`config.mk`:
```
export PLATFORM = sky130hd
export DESIGN_NAME = didc_top
export DESIGN_NICKNAME = d
export VERILOG_FILES = /design/src/didc_top.v
export VERILOG_INCLUDE_DIRS = /design/src /design/src/src
export SDC_FILE = /design/constraint.sdc
export NUM_CORES = 1
export LEC_CHECK = 0
export BUFFER_PORTS_ARGS = -buffer_cell sky130_fd_sc_hd__buf_4
export CAP_MARGIN = 0
export CORE_MARGIN = 10
export CORE_UTILIZATION = 49
export DETAILED_ROUTE_END_ITERATION = 8
export PLACE_DENSITY = 0.82
export SYNTH_ARGS = -nofsm -noshare
export SYNTH_HDL_FRONTEND = slang
export SYNTH_SLANG_ARGS = --single-unit
```
`constraint.sdc`:
```
create_clock -name clk_i -period 4.4 [get_ports clk_i]
set_input_delay 0.88 -clock clk_i [delete_from_list [all_inputs] [get_ports clk_i]]
set_output_delay 0.88 -clock clk_i [all_outputs]
set_load 0.005 [all_outputs]
```
`src/didc_consts.vh`:
```
// Functional notes
// - Fixed reference threshold: ref times (code-38)/5
// - Open fault when input current below 0.35mA
// - Short enable adds 4mA sink, flags overcurrent
// - Faults set alert status and alert pin
// - Invert select inverts debounced comparator output
// - Count debounced edges, polarity follows inversion
// - Edge counter clears to zero on reset
// - Edge counter rolls over at full scale
// - Counter disabled holds value, ignores edges
// - Direct path selects output stage pin comparator
// - Five-bit debounce time, zero bypasses debouncer
// - Debounce mode bit, mode zero default
// - Mode zero counts up differing, down matching
// - Mode zero reverses direction, clears count only on output change
// - Sample comparator every 800 ns tick
// - Mode one counts change, toggles, then clears
// - Mode one clears count on matching sample
// - General pin drives debounced output when configured
// - Converter defaults to 0 to 12 V range
// - Threshold code seven bits, maximum 98
// - Threshold mode selects supply or fixed reference
`ifndef DIDC_CONSTS_VH
`define DIDC_CONSTS_VH
`define DIDC_ADR_SETUP_ONE   8'h00
`define DIDC_ADR_SETUP_TWO   8'h04
`define DIDC_ADR_COMP_OUT    8'h08
`define DIDC_ADR_COUNTER     8'h0c
`define DIDC_ADR_ALERT       8'h10
`define DIDC_ADR_PIN_SETUP   8'h14
`define DIDC_ADR_ADC_SETUP   8'h18
// Setup one fields.
`define DIDC_F_DEB_LSB       0
`define DIDC_F_DEB_MSB       4
`define DIDC_F_DEB_MODE      5
`define DIDC_F_SINK_LSB      6
`define DIDC_F_SINK_MSB      10
`define DIDC_F_RANGE         11
`define DIDC_F_INVERT        12
`define DIDC_F_COUNT_EN      13
`define DIDC_F_OPEN_EN       14
`define DIDC_F_SHORT_EN      15
// Setup two fields.
`define DIDC_F_THR_LSB       0
`define DIDC_F_THR_MSB       6
`define DIDC_F_THR_REF       7
`define DIDC_F_DIRECT        8
`define DIDC_THR_MAX         7'h62
`define DIDC_THR_FIX_OFS     8'h26
`define DIDC_THR_FIX_DIV     8'h05
`define DIDC_THR_SUP_OFS     8'h30
`define DIDC_THR_SUP_DIV     8'h32
// Pin setup value that routes the debounced output to the pin.
`define DIDC_PIN_DEBOUNCED   3'h1
// Converter range code after reset, 0 to 12 V.
`define DIDC_ADC_RANGE_RST   3'h0
`define DIDC_SETUP_ONE_RST   16'h0000
`define DIDC_SETUP_TWO_RST   16'h0000
`define DIDC_PIN_SETUP_RST   3'h0
`define DIDC_ALERT_RST       2'h0
`define DIDC_SAMPLE_NS       800
`define DIDC_CLK_MHZ         25
`define DIDC_SAMPLE_CYC      ((`DIDC_SAMPLE_NS * `DIDC_CLK_MHZ) / 1000)
`endif

```
`src/didc_top.v`:
```
// Local design decisions: the placing of the registers and the Wishbone register port.
`timescale 1ns/1ps
`include "didc_consts.vh"
module didc_top #(
  parameter CNT_W = 16
) (
  input  wire             clk_i,
  input  wire             rst_i,
  input  wire [31:0]      wb_adr_i,
  input  wire [31:0]      wb_dat_i,
  input  wire [3:0]       wb_sel_i,
  input  wire             wb_we_i,
  input  wire             wb_cyc_i,
  input  wire             wb_stb_i,
  output wire [31:0]      wb_dat_o,
  output wire             wb_ack_o,
  output wire             wb_err_o,
  input  wire             comp_sense_i,
  input  wire             comp_direct_i,
  input  wire             open_detect_i,
  input  wire             short_detect_i,
  output wire             direct_path_enable_o,
  output wire [6:0]       threshold_code_o,
  output wire             threshold_ref_select_o,
  output wire [4:0]       sink_code_o,
  output wire             sink_range_o,
  output wire             extra_sink_o,
  output wire             general_pin_o,
  output wire             alert_n_o,
  output wire [2:0]       adc_range_o
);
  localparam SCW = 5;
  localparam integer SAMPLE_TC_I = `DIDC_SAMPLE_CYC - 1;
  localparam [SCW-1:0] SAMPLE_TC = SAMPLE_TC_I[SCW-1:0];

  reg  [15:0]      setup_one_reg;
  reg  [15:0]      setup_two_reg;
  reg  [2:0]       pin_setup_reg;
  reg  [2:0]       adc_range_reg;
  reg  [1:0]       alert_reg;
  reg  [CNT_W-1:0] count_reg;
  reg  [31:0]      dat_reg;
  reg              ack_reg;
  reg              err_reg;
  reg  [SCW-1:0]   tick_cnt_reg;
  reg              tick_reg;
  reg  [2:0]       cs_sync_reg;
  reg  [2:0]       cd_sync_reg;
  reg  [2:0]       oc_sync_reg;
  reg  [2:0]       sc_sync_reg;
  reg              cs_reg;
  reg              cd_reg;
  reg              oc_reg;
  reg              sc_reg;
  reg              deb_reg;
  reg              deb_prev_reg;
  reg  [15:0]      deb_cnt_reg;
  reg              gpin_reg;
  reg              alert_n_reg;
  reg  [31:0]      rd_next;
  reg              hit_next;

  wire [4:0]  deb_code  = setup_one_reg[`DIDC_F_DEB_MSB:`DIDC_F_DEB_LSB];
  wire        deb_mode  = setup_one_reg[`DIDC_F_DEB_MODE];
  wire        inv_sel   = setup_one_reg[`DIDC_F_INVERT];
  wire        cnt_en    = setup_one_reg[`DIDC_F_COUNT_EN];
  wire        open_en   = setup_one_reg[`DIDC_F_OPEN_EN];
  wire        short_en  = setup_one_reg[`DIDC_F_SHORT_EN];
  wire        direct_en = setup_two_reg[`DIDC_F_DIRECT];
  wire        req       = wb_cyc_i & wb_stb_i & ~ack_reg & ~err_reg;
  wire [7:0]  adr       = wb_adr_i[7:0];
  wire        wr_req    = req & wb_we_i;
  wire        rd_req    = req & ~wb_we_i;
  wire        alert_wr  = wr_req & wb_sel_i[0] & (adr == `DIDC_ADR_ALERT);
  wire [15:0] two_wdat  = merge16(setup_two_reg, wb_dat_i, wb_sel_i);
  wire        comp_raw  = direct_en ? cd_reg : cs_reg;
  wire [15:0] target    = deb_target(deb_code);
  wire        comp_out  = deb_reg ^ inv_sel;
  wire        prev_out  = deb_prev_reg ^ inv_sel;
  wire        cnt_edge  = comp_out & ~prev_out & (deb_reg != deb_prev_reg);

  // Debounce code to sample count; counts scale roughly geometrically.
  function [15:0] deb_target;
    input [4:0] code;
    begin
      case (code)
        5'h00: deb_target = 16'h0000;
        5'h01: deb_target = 16'h0001;
        5'h02: deb_target = 16'h0002;
        5'h03: deb_target = 16'h0003;
        5'h04: deb_target = 16'h0004;
        5'h05: deb_target = 16'h0006;
        5'h06: deb_target = 16'h0008;
        5'h07: deb_target = 16'h000b;
        5'h08: deb_target = 16'h0010;
        5'h09: deb_target = 16'h0016;
        5'h0a: deb_target = 16'h0020;
        5'h0b: deb_target = 16'h002d;
        5'h0c: deb_target = 16'h0040;
        5'h0d: deb_target = 16'h005a;
        5'h0e: deb_target = 16'h0080;
        5'h0f: deb_target = 16'h00b5;
        5'h10: deb_target = 16'h0100;
        5'h11: deb_target = 16'h016a;
        5'h12: deb_target = 16'h0200;
        5'h13: deb_target = 16'h02d4;
        5'h14: deb_target = 16'h0400;
        5'h15: deb_target = 16'h05a8;
        5'h16: deb_target = 16'h0800;
        5'h17: deb_target = 16'h0b50;
        5'h18: deb_target = 16'h1000;
        5'h19: deb_target = 16'h16a0;
        5'h1a: deb_target = 16'h2000;
        5'h1b: deb_target = 16'h2d41;
        5'h1c: deb_target = 16'h4000;
        5'h1d: deb_target = 16'h5a82;
        5'h1e: deb_target = 16'h8000;
        default: deb_target = 16'hffff;
      endcase
    end
  endfunction

  // Merge a 16-bit write through its two low byte enables.
  function [15:0] merge16;
    input [15:0] old;
    input [31:0] dat;
    input [3:0]  sel;
    begin
      merge16 = {sel[1] ? dat[15:8] : old[15:8],
                 sel[0] ? dat[7:0]  : old[7:0]};
    end
  endfunction

  // Target reached once this sample would complete the count.
  function deb_done;
    input [15:0] cnt;
    input [15:0] tgt;
    begin
      deb_done = ({1'b0, cnt} + 17'h00001) >= {1'b0, tgt};
    end
  endfunction

  // Synchroniser output follows stage three only while two and three
  // agree, so a level caught mid-change waits one more cycle.
  function sync_agree;
    input [2:0] stages;
    input       held;
    begin
      sync_agree = (stages[1] == stages[2]) ? stages[2] : held;
    end
  endfunction

  // Three-stage synchronisers; a change counts once stages two and three
  // agree, so the first stage feeds nothing but the second.
  // Reset parks every stage low, the idle level of the comparator pins.
  always @(posedge clk_i)
  begin
    if (rst_i)
    begin
      cs_sync_reg <= 3'h0;
      cd_sync_reg <= 3'h0;
      oc_sync_reg <= 3'h0;
      sc_sync_reg <= 3'h0;
      cs_reg      <= 1'b0;
      cd_reg      <= 1'b0;
      oc_reg      <= 1'b0;
      sc_reg      <= 1'b0;
    end
    else
    begin
      cs_sync_reg <= {cs_sync_reg[1:0], comp_sense_i};
      cd_sync_reg <= {cd_sync_reg[1:0], comp_direct_i};
      oc_sync_reg <= {oc_sync_reg[1:0], open_detect_i};
      sc_sync_reg <= {sc_sync_reg[1:0], short_detect_i};
      cs_reg      <= sync_agree(cs_sync_reg, cs_reg);
      cd_reg      <= sync_agree(cd_sync_reg, cd_reg);
      oc_reg      <= sync_agree(oc_sync_reg, oc_reg);
      sc_reg      <= sync_agree(sc_sync_reg, sc_reg);
    end
  end

  // Sample tick every 800 ns, twenty cycles at 25 MHz.
  // The tick runs free, so a change may wait up to one period to be seen.
  always @(posedge clk_i)
  begin
    if (rst_i)
    begin
      tick_cnt_reg <= {SCW{1'b0}};
      tick_reg     <= 1'b0;
    end
    else if (tick_cnt_reg == SAMPLE_TC)
    begin
      tick_cnt_reg <= {SCW{1'b0}};
      tick_reg     <= 1'b1;
    end
    else
    begin
      tick_cnt_reg <= tick_cnt_reg + 1'b1;
      tick_reg     <= 1'b0;
    end
  end

  // Debouncer. Mode 0 integrates: up while the sample differs, down while
  // it matches, so brief glitches cost time instead of restarting.
  always @(posedge clk_i)
  begin
    if (rst_i)
    begin
      deb_reg     <= 1'b0;
      deb_cnt_reg <= 16'h0000;
    end
    else if (tick_reg)
    begin
      if (deb_code == 5'h00)
      begin
        deb_reg     <= comp_raw;
        deb_cnt_reg <= 16'h0000;
      end
      else if (deb_mode == 1'b0)
      begin
        if (comp_raw != deb_reg)
        begin
          if (deb_done(deb_cnt_reg, target))
          begin
            deb_reg     <= comp_raw;
            deb_cnt_reg <= 16'h0000;
          end
          else
            deb_cnt_reg <= deb_cnt_reg + 16'h0001;
        end
        else if (deb_cnt_reg != 16'h0000)
          deb_cnt_reg <= deb_cnt_reg - 16'h0001;
      end
      else
      begin
        // Any matching sample restarts mode 1, so a change must hold.
        if (comp_raw == deb_reg)
          deb_cnt_reg <= 16'h0000;
        else if (deb_done(deb_cnt_reg, target))
        begin
          deb_reg     <= ~deb_reg;
          deb_cnt_reg <= 16'h0000;
        end
        else
          deb_cnt_reg <= deb_cnt_reg + 16'h0001;
      end
    end
  end

  // Edge counter on the inverted-or-not output: rising edges of it are
  // rising or falling raw edges depending on the invert bit.
  // Only CNT_W bits wide: software must read it before it wraps.
  always @(posedge clk_i)
  begin
    if (rst_i)
    begin
      deb_prev_reg <= 1'b0;
      count_reg    <= {CNT_W{1'b0}};
    end
    else
    begin
      deb_prev_reg <= deb_reg;
      if (cnt_en && cnt_edge)
        count_reg <= count_reg + 1'b1;
    end
  end

  // Wishbone slave, one wait state: ack one cycle after the strobe.
  // Unmapped addresses answer with err and change nothing.
  always @*
  begin
    rd_next  = 32'h0000_0000;
    hit_next = 1'b1;
    case (adr)
      `DIDC_ADR_SETUP_ONE: rd_next = {16'h0000, setup_one_reg};
      `DIDC_ADR_SETUP_TWO: rd_next = {16'h0000, setup_two_reg};
      `DIDC_ADR_COMP_OUT:  rd_next = {31'h0, comp_out};
      `DIDC_ADR_COUNTER:   rd_next = {{(32-CNT_W){1'b0}}, count_reg};
      `DIDC_ADR_ALERT:     rd_next = {30'h0, alert_reg};
      `DIDC_ADR_PIN_SETUP: rd_next = {29'h0, pin_setup_reg};
      `DIDC_ADR_ADC_SETUP: rd_next = {29'h0, adc_range_reg};
      default:             hit_next = 1'b0;
    endcase
  end

  always @(posedge clk_i)
  begin
    if (rst_i)
    begin
      setup_one_reg <= `DIDC_SETUP_ONE_RST;
      setup_two_reg <= `DIDC_SETUP_TWO_RST;
      pin_setup_reg <= `DIDC_PIN_SETUP_RST;
      adc_range_reg <= `DIDC_ADC_RANGE_RST;
      dat_reg       <= 32'h0000_0000;
      ack_reg       <= 1'b0;
      err_reg       <= 1'b0;
    end
    else
    begin
      ack_reg <= req & hit_next;
      err_reg <= req & ~hit_next;
      // Read data stays zero outside the ack cycle.
      dat_reg <= (rd_req & hit_next) ? rd_next : 32'h0000_0000;
      if (wr_req)
      begin
        case (adr)
          `DIDC_ADR_SETUP_ONE:
            setup_one_reg <= merge16(setup_one_reg, wb_dat_i, wb_sel_i);
          `DIDC_ADR_SETUP_TWO:
          begin
            setup_two_reg[15:7] <= two_wdat[15:7];
            // Codes above the maximum are clamped, not stored raw.
            if (wb_sel_i[0])
              setup_two_reg[6:0] <= (wb_dat_i[6:0] > `DIDC_THR_MAX) ?
                                    `DIDC_THR_MAX : wb_dat_i[6:0];
          end
          `DIDC_ADR_PIN_SETUP:
            if (wb_sel_i[0])
              pin_setup_reg <= wb_dat_i[2:0];
          `DIDC_ADR_ADC_SETUP:
            if (wb_sel_i[0])
              adc_range_reg <= wb_dat_i[2:0];
          default:
            ;
        endcase
      end
    end
  end

  // Faults are sticky; a new fault wins over a write-one clear, so a fault
  // that is still present is never lost to a clear in the same cycle.
  always @(posedge clk_i)
  begin
    if (rst_i)
      alert_reg <= `DIDC_ALERT_RST;
    else
    begin
      alert_reg[0] <= (open_en & oc_reg) |
                      (alert_reg[0] & ~(alert_wr & wb_dat_i[0]));
      alert_reg[1] <= (short_en & sc_reg) |
                      (alert_reg[1] & ~(alert_wr & wb_dat_i[1]));
    end
  end

  always @(posedge clk_i)
  begin
    if (rst_i)
    begin
      gpin_reg    <= 1'b0;
      alert_n_reg <= 1'b1;
    end
    else
    begin
      gpin_reg    <= (pin_setup_reg == `DIDC_PIN_DEBOUNCED) & comp_out;
      alert_n_reg <= ~(|alert_reg);
    end
  end

  // The analog threshold DAC does the scaling; code and reference choice
  // go out unchanged.
  // Every output is a register bit, so none of them can glitch.
  assign threshold_code_o       = setup_two_reg[`DIDC_F_THR_MSB:`DIDC_F_THR_LSB];
  assign threshold_ref_select_o = setup_two_reg[`DIDC_F_THR_REF];
  assign direct_path_enable_o   = direct_en;
  assign sink_code_o  = setup_one_reg[`DIDC_F_SINK_MSB:`DIDC_F_SINK_LSB];
  assign sink_range_o = setup_one_reg[`DIDC_F_RANGE];
  assign extra_sink_o = short_en;
  assign general_pin_o = gpin_reg;
  assign alert_n_o     = alert_n_reg;
  assign adc_range_o   = adc_range_reg;
  assign wb_dat_o      = dat_reg;
  assign wb_ack_o      = ack_reg;
  assign wb_err_o      = err_reg;
endmodule // didc_top

```
After elaboration in Yosys (flattened, before gate mapping)

Memory sizes are Yosys's and may differ from the RTL's. A register that Yosys moved wholly into a read port is not among the register bits.
Cells that the tools add are included.

Register bits after elaboration: 132
Latch bits: 0
RAM bits: 0
ROM bits: 512
Input bits: 77
Output and inout bits: 55
Logic and storage cells: 121
Memories kept: 1

Add/subtract/negate cells: 5
$mul: 0
Div/mod/pow operators: 0
Order comparisons: 2
Eq/ne operators: 16
Shift-type cells: 0
Multiplexer cells: 19
Bitwise operators: 33
Reductions and logical operators: 19

Memory list:

| name             | depth | bits a word | rd ports | clocked after memory_dff | wr ports | RTL line      | source |
|---|---|---|---|---|---|---|---|
| (name not given) | 32    | 16          | 1        | 1                        | 0        | didc_top.v:86 | `case (code)` |

Operators with widths:

| operator                | count |
|---|---|
| $pmux W16 S7            | 1 |
| $mux W16                | 6 |
| $add A16 B1 Y16 const B | 2 |
| $eq A8 B5 Y1 const B    | 3 |
| $and A1 B1 Y1           | 19 |
| $reduce_and A3 Y1       | 6 |
| $add A16 B1 Y17 const B | 1 |
| $ge A17 B16 Y1          | 1 |
| $eq A8 B4 Y1 const B    | 2 |
| $reduce_bool A16 Y1     | 1 |
| $sub A16 B1 Y16 const B | 1 |
| $mux W5                 | 2 |
| $not A1 Y1              | 10 |
| $mux W1                 | 9 |
| $eq A8 B3 Y1 const B    | 1 |
| $logic_not A8 Y1        | 1 |
| $gt A7 B7 Y1 const B    | 1 |
| $mux W7                 | 1 |
| $reduce_or A7 Y1        | 1 |
| $reduce_or A2 Y1        | 3 |
| $add A5 B1 Y5 const B   | 1 |
| $eq A1 B1 Y1            | 5 |
| $eq A5 B5 Y1 const B    | 1 |
| $logic_not A5 Y1        | 1 |
| other kinds (11)        | 14 |

Logic depth before layout (Yosys ltp)

Word-level depth: 10
Mapped depth: 15
Mapped depth without buffers: 13

Worst setup path before layout

Ideal clock, no wire load.

Path kind: register to register
Start point: reg deb_cnt_reg[0]
End point: reg deb_cnt_reg[9]
Library setup time: 112 ps
Arrival time: 3,532 ps
Required time: 4,288 ps
Setup slack: 756 ps
Stages on the path, launching flop included: 15
Path buffers: 1
Period minus slack after synthesis: 3,644 ps
Cell sequence: dfxtp_1 ha_1 nand3_1 or3b_1 buf_2 nor2_1 xor2_1 ha_1 nand4_1 nor2_1 a211o_1 a2111oi_4 nand2_1 o31a_1 a2111oi_1

Cells in the longest elaborated chain, start to end: 6
Elaborated cells between the ends (all ways): 13
Those cells by class: 3 x add/sub; 1 x order compare; 6 x mux; 3 x reduce/logical

RTL lines:

| what                               | RTL line                       | source |
|---|---|---|
| start, declared                    | didc_top.v:57                  | `reg [15:0] deb_cnt_reg;` |
| start signal, assigned             | didc_top.v:229                 | `deb_cnt_reg <= deb_cnt_reg + 16'h0001;` |
| start signal, assigned             | didc_top.v:232                 | `deb_cnt_reg <= deb_cnt_reg - 16'h0001;` |
| start signal, assigned             | didc_top.v:245                 | `deb_cnt_reg <= deb_cnt_reg + 16'h0001;` |
| $add A16 B1 Y17                    | didc_top.v:139                 | `deb_done = ({1'b0, cnt} + 17'h00001) >= {1'b0, tgt};` |
| $ge A17 B16 Y1                     | didc_top.v:139                 |  |
| $mux W16                           | didc_top.v:223, didc_top.v:239 |  |
| $mux W16, on equally long branches | didc_top.v:221, didc_top.v:237 |  |
| $mux W16                           | didc_top.v:219                 | `else if (deb_mode == 1'b0)` |
| $mux W16                           | didc_top.v:214                 | `if (deb_code == 5'h00)` |

Parallel ways exist; a longest one is shown, timed or not. The select of a mux whose other input is x is not followed.
A chain may end at the register's enable or synchronous reset.

Final worst setup path

Start point: reg deb_cnt_reg[2]
End point: reg deb_cnt_reg[8]

The elaborated chain is that of the path after synthesis.

==> reports/summary.log <==
[run_status] status complete, no violations
[floorplanning] initial cell density of the core 49.9%
[drt] drt wl/cell 17.0 um
[synth] Synth warnings 0
[drt] number of vias after detailed routing 6017
[setup_path] critical path, cell by cell nand3_1, nor2_1, nand3_1, nor3_1, xor2_1, ha_1, a21oi_1, nand2_1, a211o_1, a2111oi_4, and2_1, buf_4, a22oi_1, o22ai_1
[synth] Synth async-reset ratio 0%
[synth] Top FF cell, synth sky130_fd_sc_hd__dfxtp_1
[global_route] GR Util All Layers 18.0%
[floorplanning] width of the die 139 um
[cts] master cell of the clock root buffer sky130_fd_sc_hd__clkbuf_16
[setup_path] critical setup path kind reg2reg
[cells_and_area] share of cells above drive strength 1 17.4%
[sta] pins over their slew limit 0
[cells_and_area] final cell count without fillers 1050
[placement] count of buffers from port buffering 73
[global_route] initial antenna violation count 0
[sta] worst-margin pin slew 1180 ps
[floorplanning] core footprint 13900 sq um
[synth] proportion of synthesized chip area in sequential cells 38.2%
[setup_path] CP endpoint kind flip-flop
[setup_path] maximum fanout along the worst path 11
[setup_path] peak per-stage delay on the critical path 570 ps
[global_route] largest net degree at the start of global routing 57
[setup_path] cell type group with the largest total delay on the critical path simple AND/OR/NAND/NOR gates
[sta] crit share post-route 92.3%
[global_route] number of global-route vias before repair 5902
[placement] cell total after placement 1018
[sta] post-layout min period 4060 ps
[cts] register clock-pin slew on the reported worst setup and hold paths 60 ps
[cts] CTS tree done
[cells_and_area] Layout area overhead 15.7%
[setup_path] data arrival time of the critical path 4410 ps
[sta] post-route setup TNS 0 ps
[global_route] Congestion Overflow GR 0
[synth] Netlist cell types 73
[cts] PostCTS Resize Cnt 0
[floorplanning] Die ar. 19300 sq um
[floorplanning] row count 43
[setup_path] Critical Path RT 4740 ps
[synth] number of enable flip-flop cells after synthesis 0
[drt] Via-to-Cell Ratio 5.73
[synth] count of state elements after synthesis 132
[drt] count of routing violations after the opening detailed-route iteration 561
[drt] remaining number of nets flagged by the antenna check after routing 0
[synth] Post-Synthesis Cells 821
[power_and_ir_drop] total power per unit cell area 351 nW/um^2
[setup_path] number of buffer and inverter stages on the critical path 1
[power_and_ir_drop] Leakage 0.00319 uW
[cts] worst skew pair latency 430 ps
[setup_path] CP max stage cell sky130_fd_sc_hd__dfxtp_1
[floorplanning] ports placed on the boundary 132
[global_route] first-pass GRT wire length 29200 um
[cts] CTS buffer count 17
[cts] clock sinks 132
[cts] number of hold buffers added after cts 0
[drt] number of design rule violations left after detail routing 0
[placement] sum of net half-perimeters after detailed placement 12400 um
[cells_and_area] number of antenna diodes 0
[drt] final wirelength 17800 um
[setup_path] most common cell type on the critical path sky130_fd_sc_hd__nand3_1
[cells_and_area] core occupancy in the finished layout 57.7%
[cells_and_area] final layout net count 955
[synth] Post-Synthesis Mean Instance Area 8.43 sq um
[sta] number of hold-slack violations in the final timing report 0
[min_path] hold crit path type reg2reg
[setup_path] CP startpoint kind flip-flop
[sta] Setup violations, final 0
[sta] unrepaired setup endpoints after global routing no
[sta] maximum clock frequency 246 MHz
[power_and_ir_drop] IR drop worst, VDD 0.000297 V
[synth] cell area after synthesis 6920 sq um
[cts] maximum clock path buffer count 2
[cts] setup fix buffers added after clock tree synthesis 0
[drt] first-pass iteration count of the detailed router 6
[cts] # H-tree levels 4
[sta] headroom to the max-slew limit 20.4%
[floorplanning] DIE HEIGHT 139 um
[placement] Routability Congestion 0.891
[run] max capacitance violation total 0
[sta] largest clock skew in the final design 15.3 ps
-- cells by family (layout without fill, tap and decap cells) --
| logic type | count (synthesis) | in the layout | synth area share (%) |
|---|---|---|---|
| and+or+nand+nor | 322 | 322 | 22.9 |
| AOI/OAI and AO/OA | 157 | 157 | 15.9 |
| DFF | 132 | 132 | 38.2 |
| buffers and inverters | 109 | 143 | 7.81 |
| muxes | 40 | 40 | 6.41 |
| xor gates and xnor gates | 39 | 39 | 4.93 |
| adders and majority gates | 21 | 21 | 3.79 |
| other | 1 | 16 | 0.0542 |
-- power by group --
group | total, uW | switching (uW) | internal (uW)
Sequential | 1210 | 3.63 | 1200
Combinational | 97.6 | 61.3 | 36.4
Clock | 1510 | 582 | 923
Total | 2810 | 647 | 2160
-- final timing paths --
path | from | slack, ps | to | depth (start not counted)
worst min register to register | cd_sync_reg[0] | 440 | cd_sync_reg[1] | 1
worst max register to register | deb_cnt_reg[2] | 340 | deb_cnt_reg[8] | 14
worst max-delay path | deb_cnt_reg[2] | 340 | deb_cnt_reg[8] | 14
worst min-delay path | cd_sync_reg[0] | 440 | cd_sync_reg[1] | 1
-- through the flow --
step | setup WS (ps) | power [uW] | hold slack [ps] | cell area, sq um
global placement | 501 | 1330 | 418 | 7390
global route | 63.4 | 2880 | 460 | 8010
finish | 339 | 2810 | 435 | 8010
CTS | 399 | 2820 | 441 | 8010
detailed placement | 421 | 1330 | 426 | 7390
floorplan | 756 | 1300 | 414 | 6980
-- routing by layer --
layer	wire [um]	GRT usage (%)	up-vias
met5	0	0	-
met4	384	6.97	0
met3	1350	5.45	29
met2	8950	31.1	240
met1	7160	20.3	2837
li1	-	-	2911
-- cell usage in the layout, fill, tap and decap left out, drive strengths merged, types with 5 or more instances in the layout --
| cell | Yosys | final |
|---|---|---|
| a22o | 16 | 16 |
| a22oi | 21 | 21 |
| nor4 | 8 | 8 |
| o31ai | 6 | 6 |
| nor3b | 5 | 5 |
| or3 | 5 | 5 |
| nor2b | 16 | 16 |
| buf | 51 | 80 |
| nand2 | 77 | 77 |
| xnor2 | 20 | 20 |
| mux2 | 15 | 15 |
| nor3 | 21 | 21 |
| o22ai | 5 | 5 |
| nand3 | 35 | 35 |
| ha | 21 | 21 |
| or2 | 6 | 6 |
| nand4 | 13 | 13 |
| clkbuf | 27 | 18 |
| conb | 1 | 16 |
| nor2 | 101 | 101 |
| xor2 | 19 | 19 |
| a31oi | 5 | 5 |
| dfxtp | 132 | 132 |
| inv | 31 | 38 |
| nand2b | 7 | 7 |
| mux2i | 23 | 23 |
| o41ai | 5 | 5 |
| and3 | 10 | 10 |
| a21oi | 39 | 39 |
| o21ai | 32 | 32 |
-- cell type report --
type                            instances  area (sq um)
Clock buffer                           18           439
Clock inverter                         14           188
Fill cell                            1227          5870
Inverter                               31           116
Multi-Input combinational cell        595          3800
Sequential cell                       132          2640
Tap cell                              180           225
Timing Repair Buffer                   80           601
-- Yosys cell counts, types with 9 or more instances --
cell type                  number  area [sq um]
sky130_fd_sc_hd__dfxtp_1      132          2640
sky130_fd_sc_hd__nor2_1       100           375
sky130_fd_sc_hd__nand2_1       77           289
sky130_fd_sc_hd__a21oi_1       39           195
sky130_fd_sc_hd__nand3_1       34           170
sky130_fd_sc_hd__buf_4         29           218
sky130_fd_sc_hd__inv_1         29           109
sky130_fd_sc_hd__clkbuf_1      27           101
sky130_fd_sc_hd__o21ai_0       26           130
sky130_fd_sc_hd__mux2i_1       23           230
sky130_fd_sc_hd__a22oi_1       21           158
sky130_fd_sc_hd__ha_1          21           263
sky130_fd_sc_hd__xnor2_1       20           175
sky130_fd_sc_hd__nor3_1        19          95.1
sky130_fd_sc_hd__xor2_1        19           166
sky130_fd_sc_hd__a22o_1        16           140
sky130_fd_sc_hd__nor2b_1       16           100
sky130_fd_sc_hd__mux2_2        15           169
sky130_fd_sc_hd__nand4_1       13          81.3
sky130_fd_sc_hd__buf_2         12          60.1
sky130_fd_sc_hd__and3_1        10          62.6
sky130_fd_sc_hd__buf_1          9          33.8
Note: power is estimated with default switching activity, not from simulation.
